### src/core/pco_regs.svh
// register offsets, field positions, reset values and timing counts
`ifndef PCO_REGS_SVH
`define PCO_REGS_SVH
// ----------------------------------------
// register offsets (byte index on the port)
// ----------------------------------------
`define PCO_ADDR_CTRL 4'h0
`define PCO_ADDR_FLAG 4'h1
`define PCO_ADDR_OFFSET 4'h2
`define PCO_ADDR_SECONDS 4'h3
`define PCO_ADDR_IRQ_STATUS 4'h4
`define PCO_ADDR_IRQ_MASK 4'h5
// ----------------------------------------
// control register fields
// ----------------------------------------
`define PCO_CTRL_SEL_LSB 0
`define PCO_CTRL_OE_BIT 3
`define PCO_CTRL_IE_BIT 4
`define PCO_CTRL_SY_BIT 5
`define PCO_CTRL_RST_BIT 6
// ----------------------------------------
// source codes of the select field
// ----------------------------------------
`define PCO_SEL_32K 3'h0
`define PCO_SEL_TIMER 3'h6
`define PCO_SEL_LOW 3'h7
`define PCO_SEL_PRESC_LO 3'h2
// ----------------------------------------
// reset values loaded from the mirror
// ----------------------------------------
`define PCO_RST_SEL 3'h0
`define PCO_RST_OE 1'b1
`define PCO_RST_IE 1'b0
`define PCO_RST_SY 1'b1
`define PCO_RST_OFFSET 8'h00
`define PCO_RST_MASK 3'h0
// ----------------------------------------
// divider taps and prescaler split
// ----------------------------------------
`define PCO_TAP_8192 1
`define PCO_TAP_1024 4
`define PCO_TAP_64 8
`define PCO_TAP_32 9
`define PCO_TAP_1 14
`define PCO_PRESC_LSB 3
`define PCO_CORR_MASK 6'h00
`endif

### src/core/pco_dummy_unused.sv
// no content beyond a note: file intentionally holds only this comment

### src/core/pco_pkg.sv
// types shared by the clock output block
package pco_pkg;
  // output gate states
  typedef enum logic [1:0] {
    PCO_OFF,
    PCO_ARM,
    PCO_RUN,
    PCO_DRAIN
  } pco_state_t;
  typedef logic [2:0] pco_sel_t;
endpackage

### src/core/pco_sync.sv
// two flip-flop synchroniser for pin levels
`timescale 1ns/100ps
`default_nettype none
module pco_sync #(
  parameter int WIDTH = 1
) (
  input wire logic core_clk,
  input wire logic rst,
  input wire logic [WIDTH-1:0] async_in,
  output logic [WIDTH-1:0] sync_out
);
  logic [WIDTH-1:0] stage1; // first stage, read only by stage two
  logic [WIDTH-1:0] stage2; // settled copy
  // two registers in a row, nothing taps the first
  always_ff @(posedge core_clk) begin
    if (rst) begin
      stage1 <= '0;
      stage2 <= '0;
    end else begin
      stage1 <= async_in;
      stage2 <= stage1;
    end
  end
  assign sync_out = stage2;
endmodule
`default_nettype wire

### src/core/pco_divider.sv
// oscillator divider chain with prescaler reset and offset correction
`timescale 1ns/100ps
`default_nettype none
`include "pco_regs.svh"
module pco_divider #(
  parameter int CNT_W = 15
) (
  input wire logic core_clk,
  input wire logic rst,
  input wire logic osc_fall,
  input wire logic presc_clr,
  input wire logic [7:0] osc_offset_value,
  output logic [CNT_W-1:0] div_cnt
);
  logic [CNT_W-1:0] next_div_cnt; // chain value
  logic [7:0] corr_left; // corrections still owed this second
  logic [7:0] next_corr_left;
  logic sec_wrap; // 1 Hz tap about to fall
  logic [7:0] corr_mag; // size of the offset
  // step is 1, or 2 to gain a count, or 0 to lose one
  always_comb begin
    next_div_cnt = div_cnt;
    next_corr_left = corr_left;
    corr_mag = osc_offset_value[7] ? 8'(-osc_offset_value) : osc_offset_value;
    sec_wrap = &div_cnt;
    if (osc_fall) begin
      if (corr_left != 8'h00 && div_cnt[5:0] == `PCO_CORR_MASK && div_cnt[`PCO_TAP_1]) begin
        // spread corrections over the second half of each second
        next_corr_left = corr_left - 8'h01;
        if (!osc_offset_value[7]) begin
          next_div_cnt = div_cnt + CNT_W'(2);
        end
      end else begin
        next_div_cnt = div_cnt + CNT_W'(1);
      end
      if (sec_wrap) begin
        next_corr_left = corr_mag;
      end
    end
    // prescaler clear leaves only the fastest tap (8192) running
    if (presc_clr) begin
      next_div_cnt[CNT_W-1:`PCO_PRESC_LSB] = '0;
    end
  end
  always_ff @(posedge core_clk) begin
    if (rst) begin
      div_cnt <= '0;
      corr_left <= 8'h00;
    end else begin
      div_cnt <= next_div_cnt;
      corr_left <= next_corr_left;
    end
  end
endmodule
`default_nettype wire

### src/core/pco_clock_out.sv
// programmable clock output: source select, gating and register port
`timescale 1ns/100ps
`default_nettype none
`include "pco_regs.svh"
// Notes on behaviour
// - select field routes one of eight sources
// - 32.768 kHz comes straight from oscillator
// - divided taps may carry offset corrections
// - backup supply forces the pin low
// - reset loads sync 1, enable 1, select 000
// - pin low when disabled or select 111
// - reset bit drops pin for selects 010-110
// - timer source ignores the sync bit
// - enable bit starts and stops normal output
// - interrupt sets flag and starts output
// - clearing irq enable keeps running flag output
// - writing flag zero clears it, stops output
// - output requested while enable or flag set
// - synced start at first source falling edge
// - synced stop after bus stop, next fall
// - source change: off and on at falls
// - seconds write clears prescaler like reset
module pco_clock_out
  import pco_pkg::*;
#(
  parameter int CNT_W = 15
) (
  input wire logic core_clk,
  input wire logic rst,
  input wire logic [3:0] reg_addr,
  input wire logic [7:0] reg_wdata,
  input wire logic reg_wr,
  input wire logic reg_rd,
  output logic [7:0] reg_rdata,
  input wire logic osc_in,
  input wire logic backup_supply,
  input wire logic timer_irq,
  input wire logic irq_event,
  input wire logic bus_stop,
  output logic freq_out_pin,
  output logic irq
);
  // ----------------------------------------
  // pin synchronisers
  // ----------------------------------------
  logic osc_s; // settled oscillator level
  logic backup_s; // settled backup state
  logic osc_q; // previous oscillator level
  logic osc_fall; // one-cycle oscillator falling edge
  // oscillator and backup flag come from outside
  pco_sync #(
    .WIDTH(2)
  ) u_sync (
    .core_clk(core_clk),
    .rst(rst),
    .async_in({osc_in, backup_supply}),
    .sync_out({osc_s, backup_s})
  );
  assign osc_fall = osc_q & ~osc_s;

  // ----------------------------------------
  // configuration registers
  // ----------------------------------------
  pco_sel_t freq_select; // source select
  pco_sel_t next_freq_select;
  logic clk_out_enable; // normal output request
  logic next_clk_out_enable;
  logic irq_clk_enable; // interrupt-driven output permit
  logic next_irq_clk_enable;
  logic clk_sync_enable; // edge-aligned gating
  logic next_clk_sync_enable;
  logic irq_clk_flag; // interrupt-driven output request
  logic next_irq_clk_flag;
  logic [7:0] osc_offset_value; // signed correction count
  logic [7:0] next_osc_offset_value;
  logic [2:0] irq_status; // sticky events
  logic [2:0] next_irq_status;
  logic [2:0] irq_mask; // event gate
  logic [2:0] next_irq_mask;
  logic [7:0] next_reg_rdata;
  logic wr_ctrl; // decoded writes
  logic wr_flag;
  logic rst_bit_wr; // one written into reset bit
  logic sec_wr; // seconds register written
  logic presc_clr; // prescaler clear pulse
  logic backup_rise; // entering backup state
  logic backup_q;
  logic run_start; // gate opened this cycle
  // gate state flag, read back on the flag register
  logic gate_on; // gate passes the source

  assign wr_ctrl = reg_wr && reg_addr == `PCO_ADDR_CTRL;
  assign wr_flag = reg_wr && reg_addr == `PCO_ADDR_FLAG;
  assign rst_bit_wr = wr_ctrl && reg_wdata[`PCO_CTRL_RST_BIT];
  assign sec_wr = reg_wr && reg_addr == `PCO_ADDR_SECONDS;
  // seconds write clears the prescaler like the reset bit, without the timer hold
  assign presc_clr = rst_bit_wr | sec_wr;
  assign backup_rise = backup_s & ~backup_q;

  // register writes, flag updates and read mux
  always_comb begin
    next_freq_select = freq_select;
    next_clk_out_enable = clk_out_enable;
    next_irq_clk_enable = irq_clk_enable;
    next_clk_sync_enable = clk_sync_enable;
    next_irq_clk_flag = irq_clk_flag;
    next_osc_offset_value = osc_offset_value;
    next_irq_status = irq_status;
    next_irq_mask = irq_mask;
    next_reg_rdata = 8'h00;
    if (wr_ctrl) begin
      next_freq_select = reg_wdata[`PCO_CTRL_SEL_LSB +: 3];
      next_clk_out_enable = reg_wdata[`PCO_CTRL_OE_BIT];
      // clearing permit leaves the flag alone
      next_irq_clk_enable = reg_wdata[`PCO_CTRL_IE_BIT];
      next_clk_sync_enable = reg_wdata[`PCO_CTRL_SY_BIT];
    end
    if (wr_flag && !reg_wdata[0]) begin
      next_irq_clk_flag = 1'b0;
    end
    // interrupt sets flag, set beats clear
    if (irq_event && irq_clk_enable) begin
      next_irq_clk_flag = 1'b1;
    end
    if (reg_wr && reg_addr == `PCO_ADDR_OFFSET) begin
      next_osc_offset_value = reg_wdata;
    end
    if (reg_wr && reg_addr == `PCO_ADDR_IRQ_MASK) begin
      next_irq_mask = reg_wdata[2:0];
    end
    // read data one cycle later, unmapped reads zero
    if (reg_rd) begin
      unique case (reg_addr)
        `PCO_ADDR_CTRL: begin
          next_reg_rdata = {2'b00, clk_sync_enable, irq_clk_enable, clk_out_enable, freq_select};
        end
        `PCO_ADDR_FLAG: begin
          next_reg_rdata = {5'b0_0000, backup_s, gate_on, irq_clk_flag};
        end
        `PCO_ADDR_OFFSET: begin
          next_reg_rdata = osc_offset_value;
        end
        `PCO_ADDR_IRQ_STATUS: begin
          next_reg_rdata = {5'b0_0000, irq_status};
          // read clears, events of this cycle survive below
          next_irq_status = 3'h0;
        end
        `PCO_ADDR_IRQ_MASK: begin
          next_reg_rdata = {5'b0_0000, irq_mask};
        end
        default: begin
          next_reg_rdata = 8'h00;
        end
      endcase
    end
    // sticky events: flag set, output start, backup entry
    next_irq_status = next_irq_status | {backup_rise, run_start, irq_event && irq_clk_enable};
  end

  // configuration registers
  always_ff @(posedge core_clk) begin
    if (rst) begin
      freq_select <= `PCO_RST_SEL;
      clk_out_enable <= `PCO_RST_OE;
      irq_clk_enable <= `PCO_RST_IE;
      clk_sync_enable <= `PCO_RST_SY;
      irq_clk_flag <= 1'b0;
      osc_offset_value <= `PCO_RST_OFFSET;
      irq_status <= 3'h0;
      irq_mask <= `PCO_RST_MASK;
      reg_rdata <= 8'h00;
      osc_q <= 1'b0;
      backup_q <= 1'b0;
    end else begin
      freq_select <= next_freq_select;
      clk_out_enable <= next_clk_out_enable;
      irq_clk_enable <= next_irq_clk_enable;
      clk_sync_enable <= next_clk_sync_enable;
      irq_clk_flag <= next_irq_clk_flag;
      osc_offset_value <= next_osc_offset_value;
      irq_status <= next_irq_status;
      irq_mask <= next_irq_mask;
      reg_rdata <= next_reg_rdata;
      osc_q <= osc_s;
      backup_q <= backup_s;
    end
  end

  // ----------------------------------------
  // source levels
  // ----------------------------------------
  logic [CNT_W-1:0] div_cnt; // divider chain
  logic [7:0] src_lvl; // level of each source
  logic [7:0] src_q; // previous levels
  logic [7:0] src_fall; // falling edge per source

  pco_divider #(
    .CNT_W(CNT_W)
  ) u_div (
    .core_clk(core_clk),
    .rst(rst),
    .osc_fall(osc_fall),
    .presc_clr(presc_clr),
    .osc_offset_value(osc_offset_value),
    .div_cnt(div_cnt)
  );

  // code 000 is the raw oscillator
  assign src_lvl = {1'b0, timer_irq, div_cnt[`PCO_TAP_1], div_cnt[`PCO_TAP_32],
                    div_cnt[`PCO_TAP_64], div_cnt[`PCO_TAP_1024], div_cnt[`PCO_TAP_8192], osc_s};
  assign src_fall = src_q & ~src_lvl;

  // previous source levels for edge detection
  always_ff @(posedge core_clk) begin
    if (rst) begin
      src_q <= 8'h00;
    end else begin
      src_q <= src_lvl;
    end
  end

  // ----------------------------------------
  // output gate
  // ----------------------------------------
  pco_state_t state; // gate state
  pco_state_t next_state;
  pco_sel_t run_sel; // source latched while running
  pco_sel_t next_run_sel;
  logic stop_seen; // bus stop seen since request dropped
  logic next_stop_seen;
  logic timer_hold; // timer source held low after reset bit
  logic next_timer_hold;
  logic req; // any output request
  logic use_sync; // edge alignment in force
  logic next_pin;

  // either request bit keeps output alive
  assign req = clk_out_enable | irq_clk_flag;
  // timer source never waits for an edge
  assign use_sync = clk_sync_enable && freq_select != `PCO_SEL_TIMER;
  assign gate_on = state == PCO_RUN || state == PCO_DRAIN;
  assign run_start = state != PCO_RUN && next_state == PCO_RUN;

  // gate sequencing
  always_comb begin
    next_state = state;
    next_run_sel = run_sel;
    next_stop_seen = stop_seen;
    next_timer_hold = timer_hold;
    // stop only counts once the requests are gone
    if (req) begin
      next_stop_seen = 1'b0;
    end else if (bus_stop) begin
      next_stop_seen = 1'b1;
    end
    // reset bit on timer source holds pin low
    if (rst_bit_wr && req && freq_select == `PCO_SEL_TIMER) begin
      next_timer_hold = 1'b1;
    end else if (!timer_irq) begin
      next_timer_hold = 1'b0;
    end
    unique case (state)
      PCO_OFF: begin
        if (req && freq_select != `PCO_SEL_LOW) begin
          next_run_sel = freq_select;
          next_state = use_sync ? PCO_ARM : PCO_RUN;
        end
      end
      PCO_ARM: begin
        next_run_sel = freq_select;
        if (!req || freq_select == `PCO_SEL_LOW) begin
          next_state = PCO_OFF;
        end else if (!use_sync || src_fall[freq_select]) begin
          next_state = PCO_RUN;
        end
      end
      PCO_RUN: begin
        // unsynced stop beats a pending source change, else a slow tap keeps the pin
        if (!req && !use_sync) begin
          next_state = PCO_OFF;
        end else if (freq_select != run_sel) begin
          // old source drops at its own fall
          next_state = PCO_DRAIN;
        end else if (!req && (stop_seen || bus_stop)) begin
          next_state = PCO_DRAIN;
        end
      end
      PCO_DRAIN: begin
        // tie low at next falling edge
        if (src_fall[run_sel] || run_sel == `PCO_SEL_TIMER || run_sel == `PCO_SEL_LOW) begin
          // re-arm so the new source starts at its fall
          next_state = PCO_OFF;
        end else if (!req && !use_sync) begin
          // unsynced stop needs no falling edge
          next_state = PCO_OFF;
        end else if (req && freq_select == run_sel) begin
          next_state = PCO_RUN;
        end
      end
    endcase
    // pin low in backup whatever the settings
    // disabled or code 111 gives a low pin
    next_pin = gate_on && next_state != PCO_OFF && !backup_s && run_sel != `PCO_SEL_LOW
               && !(timer_hold && run_sel == `PCO_SEL_TIMER) && src_lvl[run_sel];
  end

  // gate registers; pin is a push-pull flop output
  always_ff @(posedge core_clk) begin
    if (rst) begin
      state <= PCO_OFF;
      run_sel <= `PCO_RST_SEL;
      stop_seen <= 1'b0;
      timer_hold <= 1'b0;
      freq_out_pin <= 1'b0;
    end else begin
      state <= next_state;
      run_sel <= next_run_sel;
      stop_seen <= next_stop_seen;
      timer_hold <= next_timer_hold;
      freq_out_pin <= next_pin;
    end
  end

  // ----------------------------------------
  // interrupt output
  // ----------------------------------------
  // level stays high while any unmasked event is pending
  assign irq = |(irq_status & irq_mask);
endmodule
`default_nettype wire

### config.mk
export PLATFORM = sky130hd
export DESIGN_NAME = pco_clock_out
export DESIGN_NICKNAME = d
export VERILOG_FILES = /design/src/core/pco_dummy_unused.sv /design/src/core/pco_pkg.sv /design/src/core/pco_sync.sv /design/src/core/pco_divider.sv /design/src/core/pco_clock_out.sv
export VERILOG_INCLUDE_DIRS = /design/src /design/src/core
export SDC_FILE = /design/constraint.sdc
export NUM_CORES = 1
export LEC_CHECK = 0
export BUFFER_PORTS_ARGS = -buffer_cell sky130_fd_sc_hd__buf_2
export CAP_MARGIN = 25
export CORE_MARGIN = 5
export CORE_UTILIZATION = 25
export DETAILED_ROUTE_END_ITERATION = 7
export GPL_TIMING_DRIVEN = 0
export PLACE_DENSITY = 0.42
export SYNTH_ARGS = -nofsm -noshare
export SYNTH_HDL_FRONTEND = slang
export SYNTH_SLANG_ARGS = --single-unit
export TNS_END_PERCENT = 100
### constraint.sdc
create_clock -name core_clk -period 3.31 [get_ports core_clk]
set_clock_uncertainty 0.1 [all_clocks]
set_input_delay 0.1655 -clock core_clk [delete_from_list [all_inputs] [get_ports core_clk]]
set_output_delay 0.1655 -clock core_clk [all_outputs]
set_load 0.005 [all_outputs]
==> After elaboration in Yosys (flattened, before gate mapping) <==
Cells that the tools add are included.
{ "op_classes": {"addsub": 4, "magnitude_cmp": 2, "n_eq_ne": 22, "mux": 31, "bitwise": 11, "reduce_logical": 51} }
{ "op_table": {"columns": ["cell", "n"], "rows": [
  ["$pmux W8 S5", 1],
  ["$mux W15", 2],
  ["$logic_and A1 B1 Y1", 24],
  ["$mux W8", 3],
  ["$mux W2", 10],
  ["$add A15 B1 Y15 const B", 1],
  ["$add A15 B2 Y15 const B", 1],
  ["$reduce_and A15 Y1", 1],
  ["$eq A3 B3 Y1 const B", 4],
  ["$bmux W1 S3", 3],
  ["$mux W3", 3],
  ["$ne A3 B3 Y1 const B", 3],
  ["$and A8 B8 Y8", 1],
  ["$eq A4 B2 Y1 const B", 2],
  ["$eq A4 B3 Y1 const B", 2],
  ["$lt A3 B4 Y1 const B", 2],
  ["$neg A8 Y8", 1],
  ["$not A7 Y8", 1],
  ["$pmux W2 S4", 1],
  ["$reduce_bool A2 Y1", 4],
  ["$reduce_bool A8 Y1", 1],
  ["$sub A8 B1 Y8 const B", 1],
  ["$mux W1", 7],
  ["$eq A2 B2 Y1 const B", 3],
  ["20 further kinds", 39]
]} }
{ "word_totals": {"register_bits": 74, "inputBits": 21, "output_inout_bits": 10} }

==> Logic depth before layout (Yosys ltp) <==
Gate-level depths: netlist of run 1.
{ "logic_depth": {"depth_word": 14, "mapped_depth": 9, "depth_no_buf": 8} }

==> By module <==
A second synthesis of run 1 with hierarchy kept.
{ "unflattened": {"cells_unflattened": 428, "area_unflattened_um2": 3714.8} }
{ "modules_own_cells": {"columns": ["mod", "n_inst", "cells_each", "area_each_um2", "seq_area_each_um2"], "rows": [
  ["pco_clock_out", 1, 233, 2077.0, 880.8],
  ["pco_divider", 1, 187, 1532.7, 460.4],
  ["pco_sync", 1, 8, 105.1, 80.1]
]} }

==> Worst setup path before layout of run 1 <==
OpenSTA, ideal clock, no wires.
{ "synth_path": {"path_type": "reg-to-reg", "startpoint": "register u_div.div_cnt[4]", "endpoint": "register u_div.corr_left[6]", "t_arrival_ns": 1.775, "setup_slack_ns": 1.307, "stages_incl_launch_ff": 10, "period_less_slack_ns": 2.003, "cell_sequence": "dfxtp_1 buf_6 nor4b_2 nand3b_1 or2_4 buf_6 o41ai_2 nand2_1 a22oi_1 nor2_1"} }
{ "synth_via": {"elab_chain_cells": 5} }
{ "synth_lines": {"columns": ["element", "line_no", "source"], "rows": [
  ["start, declared", "pco_divider.sv:13", "output logic [CNT_W-1:0] div_cnt"],
  ["start signal, assigned", "pco_divider.sv:50", "div_cnt <= next_div_cnt;"],
  ["$logic_not A6 Y1 (no source line)", null, null],
  ["$logic_and A1 B1 Y1 (no source line)", null, null],
  ["$logic_and A1 B1 Y1", "pco_divider.sv:27", "if (corr_left != 8'h00 && div_cnt[5:0] == `PCO_CORR_MASK && div_cnt[`PCO_TAP_1]) begin"],
  ["$reduce_bool A2 Y1 (no source line)", null, null],
  ["$reduce_and A2 Y1 (no source line)", null, null],
  ["end signal, assigned", "pco_divider.sv:51", "corr_left <= next_corr_left;"],
  ["end, declared", "pco_divider.sv:16", "logic [7:0] corr_left;"]
]} }
Parallel ways exist; a longest one is shown, timed or not.
A chain may end at the register's enable or synchronous reset.

==> Worst setup path after layout of run 1 <==
{ "layout_path": {"startpoint": "register u_div.div_cnt[3]", "endpoint": "register u_div.corr_left[0]"} }
Same word-level chain as after synthesis.

==> out/summary.txt, run 1 <==
DRC: 0
Hold Vio Cnt, Final: 0
Synth Register Bits: 71
DR pass1 iterations: 4
crit path buf inv count: 1
CP top delay family: simple AND/OR/NAND/NOR gates
Max Freq: 431 MHz
Die ar.: 16700 sq um
clk_lat worst skew: 0.34 ns
CTS sink count: 71
Clock Path Buffers: 2
CTS buffer count: 9
Netlist cell types: 59
first-pass GRT wire length: 16600 microns
Critical Path RT: 3.41 ns
IO Count: 31
Horiz. Die Dim: 129 microns
chip height: 129 microns
via count: 3211
Worst slew margin: 44.8%
Rows: 43
count of antenna-violating nets left after detailed routing: 0
leakage: 1.60 nW
H-tree levels: 3
CP startpoint kind: register
nets: 513
Post-CTS Setup Bufs: 0
crit path capture type: register
Hold Path Class: input pin to register
CP Max Fanout: 10
Filler cells: 1543
cell area after synthesis: 3540 sq um
gr usage total: 12.8%
routed wire length: 10100 microns
max-slew violations: 0
status: finished clean
clock transition at the registers of the reported paths: 0.06 ns
CTS tree: built
slowest stage delay, CP: 0.43 ns
RSZ-0062 raised after global routing: no
Avg WL per Cell: 15.1 microns
Critical Path Most Common Cell: nand4_1
layout cell share with drive strength beyond 1: 12.8%
initial antenna violation count: 0
post-synth top area cell: dfxtp_1
Crit-path slowest cell: dfxtp_1
prevailing post-synth register cell: dfxtp_1
final worst-path cycle share: 70.1%
pre-CTS setup slack: 0.943 ns
most common cell after layout, fill and taps aside: dfxtp_1
diode count: 0
post-route setup TNS: 0 ns
GPL Wtd Cong: 0.820
Layout area overhead: 21.8%
IO Port Bufs: 30
pin count of the biggest net entering global routing: 15
cells along the critical path: nand4_1, nor3_2, nand4_1, clkbuf_1, a21boi_4, o21ai_0, nand2_1, a21oi_1
critical path data arrival time: 2.42 ns
YS warnings: 0
Least-Margin Pin Slew: 0.826 ns
Seq/Total Area, Yosys: 40.1%
post-detail-place hpwl: 7350 microns
commonest cells after routing, fill and taps aside: dfxtp_1 (71), nand2_1 (57), nor2_1 (53)
Cells after Synth: 438
core area: 13900 sq um
vias in the first global route: 3107
vias per cell: 4.79
final setup fails: 0
Initial Utilization: 25.5%
peak supply drop: 0.199 mV
GRT overflow: 0
syn nets: 465
pwr dens: 488 nW/um^2
max-cap violation count: 0
Worst Setup Path Type: register to register
DR iter-0 viols: 196
Post-synth EDFFs: 0
post-synth top area share: 40.1%
ys async rst share: 0%
Tmin final: 2.32 ns
CTS root buffer: clkbuf_16
synth top area cells: dfxtp_1 (40%), nand2_1 (6.0%), nor2_1 (5.6%), a21oi_1 (4.5%), nand3_1 (3.4%)
Mean Syn Cell Area: 8.09 sq um
final worst setup slack: 0.989 ns
-- per-layer routing --
metal	global-route usage, %	vias to the layer above	wire length (microns)
met5	0	-	0
met4	4.57	0	167
met3	3.13	12	330
met2	20.5	50	4620
met1	16.9	1518	5030
li1	-	1631	-
-- path summary, 6_finish.rpt --
kind | depth (start not counted) | from | slack (ns) | end
setup / recovery | 8 | u_div.div_cnt[3] | 0.99 | u_div.corr_left[0]
hold / removal | 3 | reg_wdata[0] | 0.02 | irq_mask[0]
setup reg to reg | 8 | u_div.div_cnt[3] | 0.99 | u_div.corr_left[0]
hold reg to reg | 1 | u_sync.stage1[0] | 0.34 | u_sync.sync_out[0]
-- repair_timing --
action                                 CTS  global route
endpoints found under the hold margin    8             0
resized for setup                        0             0
hold buffers                             7             0
-- stage by stage --
step | instances | instance area (sq um) | util [%] | total power [mW] | hold slack (ns)
floorplan | 438 | 3540 | - | 0.983 | 0.194
global placement | 648 | 3920 | 28.2 | 1.04 | 0.284
detailed placement | 648 | 3920 | 28.2 | 1.03 | 0.283
CTS | 671 | 4320 | 31.1 | 2.13 | 0.000151
global route | 671 | 4320 | 31.1 | 2.19 | 0.0126
finish | 671 | 4320 | 31.1 | 2.11 | 0.0185
-- final cells by class --
type / instances / area [sq um] / share of cell area, %
tap: 180 / 225 / 5.22
clock inverter: 7 / 103 / 2.38
timing repair buffer: 37 / 220 / 5.10
sequential: 71 / 1420 / 32.9
clock buffer: 9 / 225 / 5.22
buffer: 24 / 110 / 2.55
inverter: 15 / 56.3 / 1.30
multi-input combinational: 328 / 1960 / 45.3
-- power breakdown --
group / switching, mW / total, mW / internal [mW]
sequential: 0.0165 / 0.886 / 0.869
clock: 0.416 / 1.09 / 0.669
combinational: 0.0785 / 0.135 / 0.0566
total: 0.511 / 2.11 / 1.60
-- synth_stat cells, types with 2 or more instances --
cell      count
a22oi_1      15
a211o_1       2
o211ai_1      3
nand3_1      24
nor2_1       53
nand3b_1      4
inv_1        15
and2_1        2
xnor2_1       9
a31oi_1       5
clkbuf_1     17
o31ai_1       2
nand2b_1      9
o21ai_0      11
o32ai_1       2
nor2b_1      18
mux2i_1       5
and3_1        7
a21oi_1      32
buf_2         4
nor4_1        4
buf_6         2
xor2_1       10
ha_1          6
nand2_1      57
o31a_1        2
and4b_1       2
nand4_1       4
nor4b_2       2
dfxtp_1      71
nor3b_1       4
nor3_1        8
-- sequential cells by signal, summed over array words and instances (netlist names) --
register,count
u_div.div_cnt,15
osc_offset_value,8
reg_rdata,8
u_div.corr_left,8
src_q,6
freq_select,3
irq_mask,3
irq_status,3
run_sel,3
state,2
u_sync.stage1,2
u_sync.sync_out,2
backup_q,1
clk_out_enable,1
clk_sync_enable,1
freq_out_pin,1
irq_clk_enable,1
irq_clk_flag,1
stop_seen,1
timer_hold,1
-- worst min-delay path: cells and delay by family --
kind | cells | cell delay (ns)
buffers and inverters | 1 | 0.13
AND/OR/NAND/NOR | 1 | 0.07
AO/OA/AOI/OAI | 1 | 0.05
-- logic make-up (layout without fill, tap and decap cells) --
logic type	count (synthesis)	in the layout	share of synthesized area (%)
compound gates	93	93	18.2
xor+xnor	19	19	4.70
fa+ha+maj	6	6	2.12
buf+inv	39	92	4.70
flops	71	71	40.1
mux	5	5	1.41
simple gates	205	205	28.8
No activity file was read; power rests on OpenSTA's default activity.
==> run 2: changes to the inputs <==
--- a/config.mk
+++ b/config.mk
@@ -12,7 +12,7 @@
 export CORE_UTILIZATION = 25
 export DETAILED_ROUTE_END_ITERATION = 7
 export GPL_TIMING_DRIVEN = 0
-export PLACE_DENSITY = 0.42
+export PLACE_DENSITY = 0.43
 export SYNTH_ARGS = -nofsm -noshare
 export SYNTH_HDL_FRONTEND = slang
 export SYNTH_SLANG_ARGS = --single-unit
==> constraint.sdc (replaced) <==
create_clock -name core_clk -period 2.07 [get_ports core_clk]
set_clock_uncertainty 0.1 [all_clocks]
set_input_delay 0.1035 -clock core_clk [delete_from_list [all_inputs] [get_ports core_clk]]
set_output_delay 0.1035 -clock core_clk [all_outputs]
set_load 0.005 [all_outputs]
==> run 2 against run 1 <==
Effect of this change:
- non-clock buffer count rose by 16
- first-iteration DRC count increased by 17%
- register-to-register slack got worse by 0.97 ns
- flip-flop and latch count is the same
- critical path depth grew 1
- core utilization grew 2.3 points
- maximum frequency increased by 13%
- clock power up 54%
- wire length increased by 4.1%
- sequential share of layout area is 1.9 points lower
- worst hold slack gained 0.020 ns
- power up 58%
- largest power group unchanged
==> out/summary.txt, run 2 (same netlist as run 1, synthesis figures left out) <==
Rows: 43 (unchanged)
CTS sink count: 71 (unchanged)
Core Util, Final: 33.4% (+2.3 points)
commonest cells after routing, fill and taps aside: dfxtp_1 (60), nand2_1 (57), nor2_1 (53)
first-pass GRT wire length: 16800 microns (+0.75%)
CP startpoint kind: register
final worst-path cycle share: 99.0% (+29 points)
Hold Vio Cnt, Final: 0 (unchanged)
gr usage total: 12.9% (+0.10 points)
peak supply drop: 0.441 mV (+120%)
slowest stage delay, CP: 0.31 ns (-0.12 ns)
Die ar.: 16700 sq um (unchanged)
critical path data arrival time: 2.17 ns (-0.25 ns)
crit path capture type: register
Hold Path Class: input pin to register
chip height: 129 microns (unchanged)
Least-Margin Pin Slew: 0.896 ns (+0.0702 ns)
Horiz. Die Dim: 129 microns (unchanged)
post-detail-place hpwl: 7350 microns (about the same)
CTS buffer count: 9 (unchanged)
DRC: 0 (unchanged)
R2R Setup Slk: 0.02 ns (-0.97 ns)
max-cap violation count: 0 (unchanged)
P_sw: 0.784 mW (+53%)
status: finished clean
RSZ-0062 raised after global routing: yes
max reg flops: 15 (unchanged)
initial antenna violation count: 0 (unchanged)
Worst slew margin: 40.1% (-4.7 points)
core area: 13900 sq um (unchanged)
routed wire length: 10600 microns (+4.1%)
DR pass1 iterations: 4 (unchanged)
IO Port Bufs: 30 (unchanged)
Int Pwr: 2.54 mW (+59%)
Tmin final: 2.05 ns (-0.272 ns)
via count: 3377 (+5.2%)
Sequential Power Share: 42.7% (+0.7 points)
post-route setup TNS: 0 ns (unchanged)
nets: 530 (+3.3%)
Clock Path Buffers: 2 (unchanged)
DR iter-0 viols: 230 (+17%)
Max Freq: 488 MHz (+13%)
minimum hold slack: 0.0383 ns (+0.0198 ns)
clock transition at the registers of the reported paths: 0.06 ns (about the same)
vias in the first global route: 3276 (+5.4%)
pwr dens: 719 nW/um^2 (+47%)
clk_lat worst skew: 0.34 ns (about the same)
Crit-path slowest cell: dfxtp_2
register bank with the most flops: u_div.div_cnt
Critical Path RT: 2.19 ns (-1.22 ns)
GRT overflow: 0 (unchanged)
count of antenna-violating nets left after detailed routing: 0 (unchanged)
Worst Setup Path Type: register to register
vias per cell: 4.91 (+2.6%)
CTS tree: built
leakage: 1.72 nW (+7.4%)
max-slew violations: 0 (unchanged)
Initial Utilization: 25.5% (unchanged)
combinational power share: 7.0% (+0.6 points)
cells along the critical path: buf_6, nor4b_4, nand3b_1, or2_4, buf_4, and3_1, o211ai_1, xor2_1, nor2_1
IO Count: 31 (unchanged)
Switching Share: 23.6% (-0.71 points)
GPL Wtd Cong: 0.828 (+1.0%)
Layout area overhead: 30.7%
CP Max Fanout: 6 (-4)
Filler cells: 1473 (-4.5%)
diode count: 0 (unchanged)
Avg WL per Cell: 15.4 microns (+1.6%)
most common cell after layout, fill and taps aside: dfxtp_1
H-tree levels: 3 (unchanged)
CTS root buffer: clkbuf_16
pin count of the biggest net entering global routing: 13 (-2)
final setup fails: 0 (unchanged)
layout cell share with drive strength beyond 1: 20.3% (+7.4 points)
clock share of power: 50.3% (-1.2 points)
==> run 2: power groups by stage <==
stage	Combinational (mW)	Clock, mW	Sequential [mW]
detailed placement	0.208	0	1.45
global route	0.256	1.78	1.42
floorplan	0.134	0	1.44
finish	0.232	1.68	1.42
CTS	0.231	1.73	1.42
global placement	0.208	0	1.45
==> run 2: worst paths after layout <==
path	from	end	cells past startpoint
worst max-delay path	u_div.div_cnt[4]	u_div.div_cnt[7]	9
worst min-delay path	timer_irq	timer_hold	4
worst max register to register	u_div.div_cnt[4]	u_div.div_cnt[7]	9
worst min register to register	u_sync.stage1[0]	u_sync.sync_out[0]	1
==> run 2: layout make-up <==
type,count,area [sq um],area share (%)
buffer,20,128,2.76
inverter,15,56.3,1.22
multi-input combinational,329,2080,44.8
tap,180,225,4.86
sequential,71,1440,31.0
timing repair buffer,57,398,8.59
clock inverter,6,85.1,1.84
clock buffer,10,229,4.94
==> run 2: timing repair <==
item / in CTS / in global routing
pin swaps: 9 / 15
hold buffers: 13 / 0
setup buffers: 8 / 5
endpoints found under the setup margin: 14 / 21
cloned: 2 / 0
endpoints found under the hold margin: 21 / 0
resized for setup: 15 / 31
==> run 2: worst max-delay path, delay by kind of cell (launching register included) <==
family | cells | cell delay, ns
AO/OA/AOI/OAI | 1 | 0.18
XOR/XNOR | 1 | 0.16
AND/OR/NAND/NOR | 5 | 0.89
buffers and inverters | 2 | 0.28
flip-flops | 1 | 0.31
==> run 2: per-layer routing <==
metal  wire, microns  share of wire [%]  track usage, %  up-vias
met5               0                  0               0        -
met4             231                2.2            6.05        0
met3             459                4.3            2.97       18
met1            4800                 45            16.2     1629
li1                -                  -               -     1667
met2            5080                 48            21.1       63
==> run 2: stage by stage <==
stage,instances,setup WS [ns],instance area [sq um],power (mW)
6_report,688,0.0212,4630,3.33
4_1_cts,686,0.00132,4490,3.37
2_1_floorplan,438,0.0673,3540,1.57
5_1_grt,688,-0.0929,4630,3.46
3_5_place_dp,648,-0.278,3920,1.66
3_3_place_gp,648,-0.297,3920,1.66
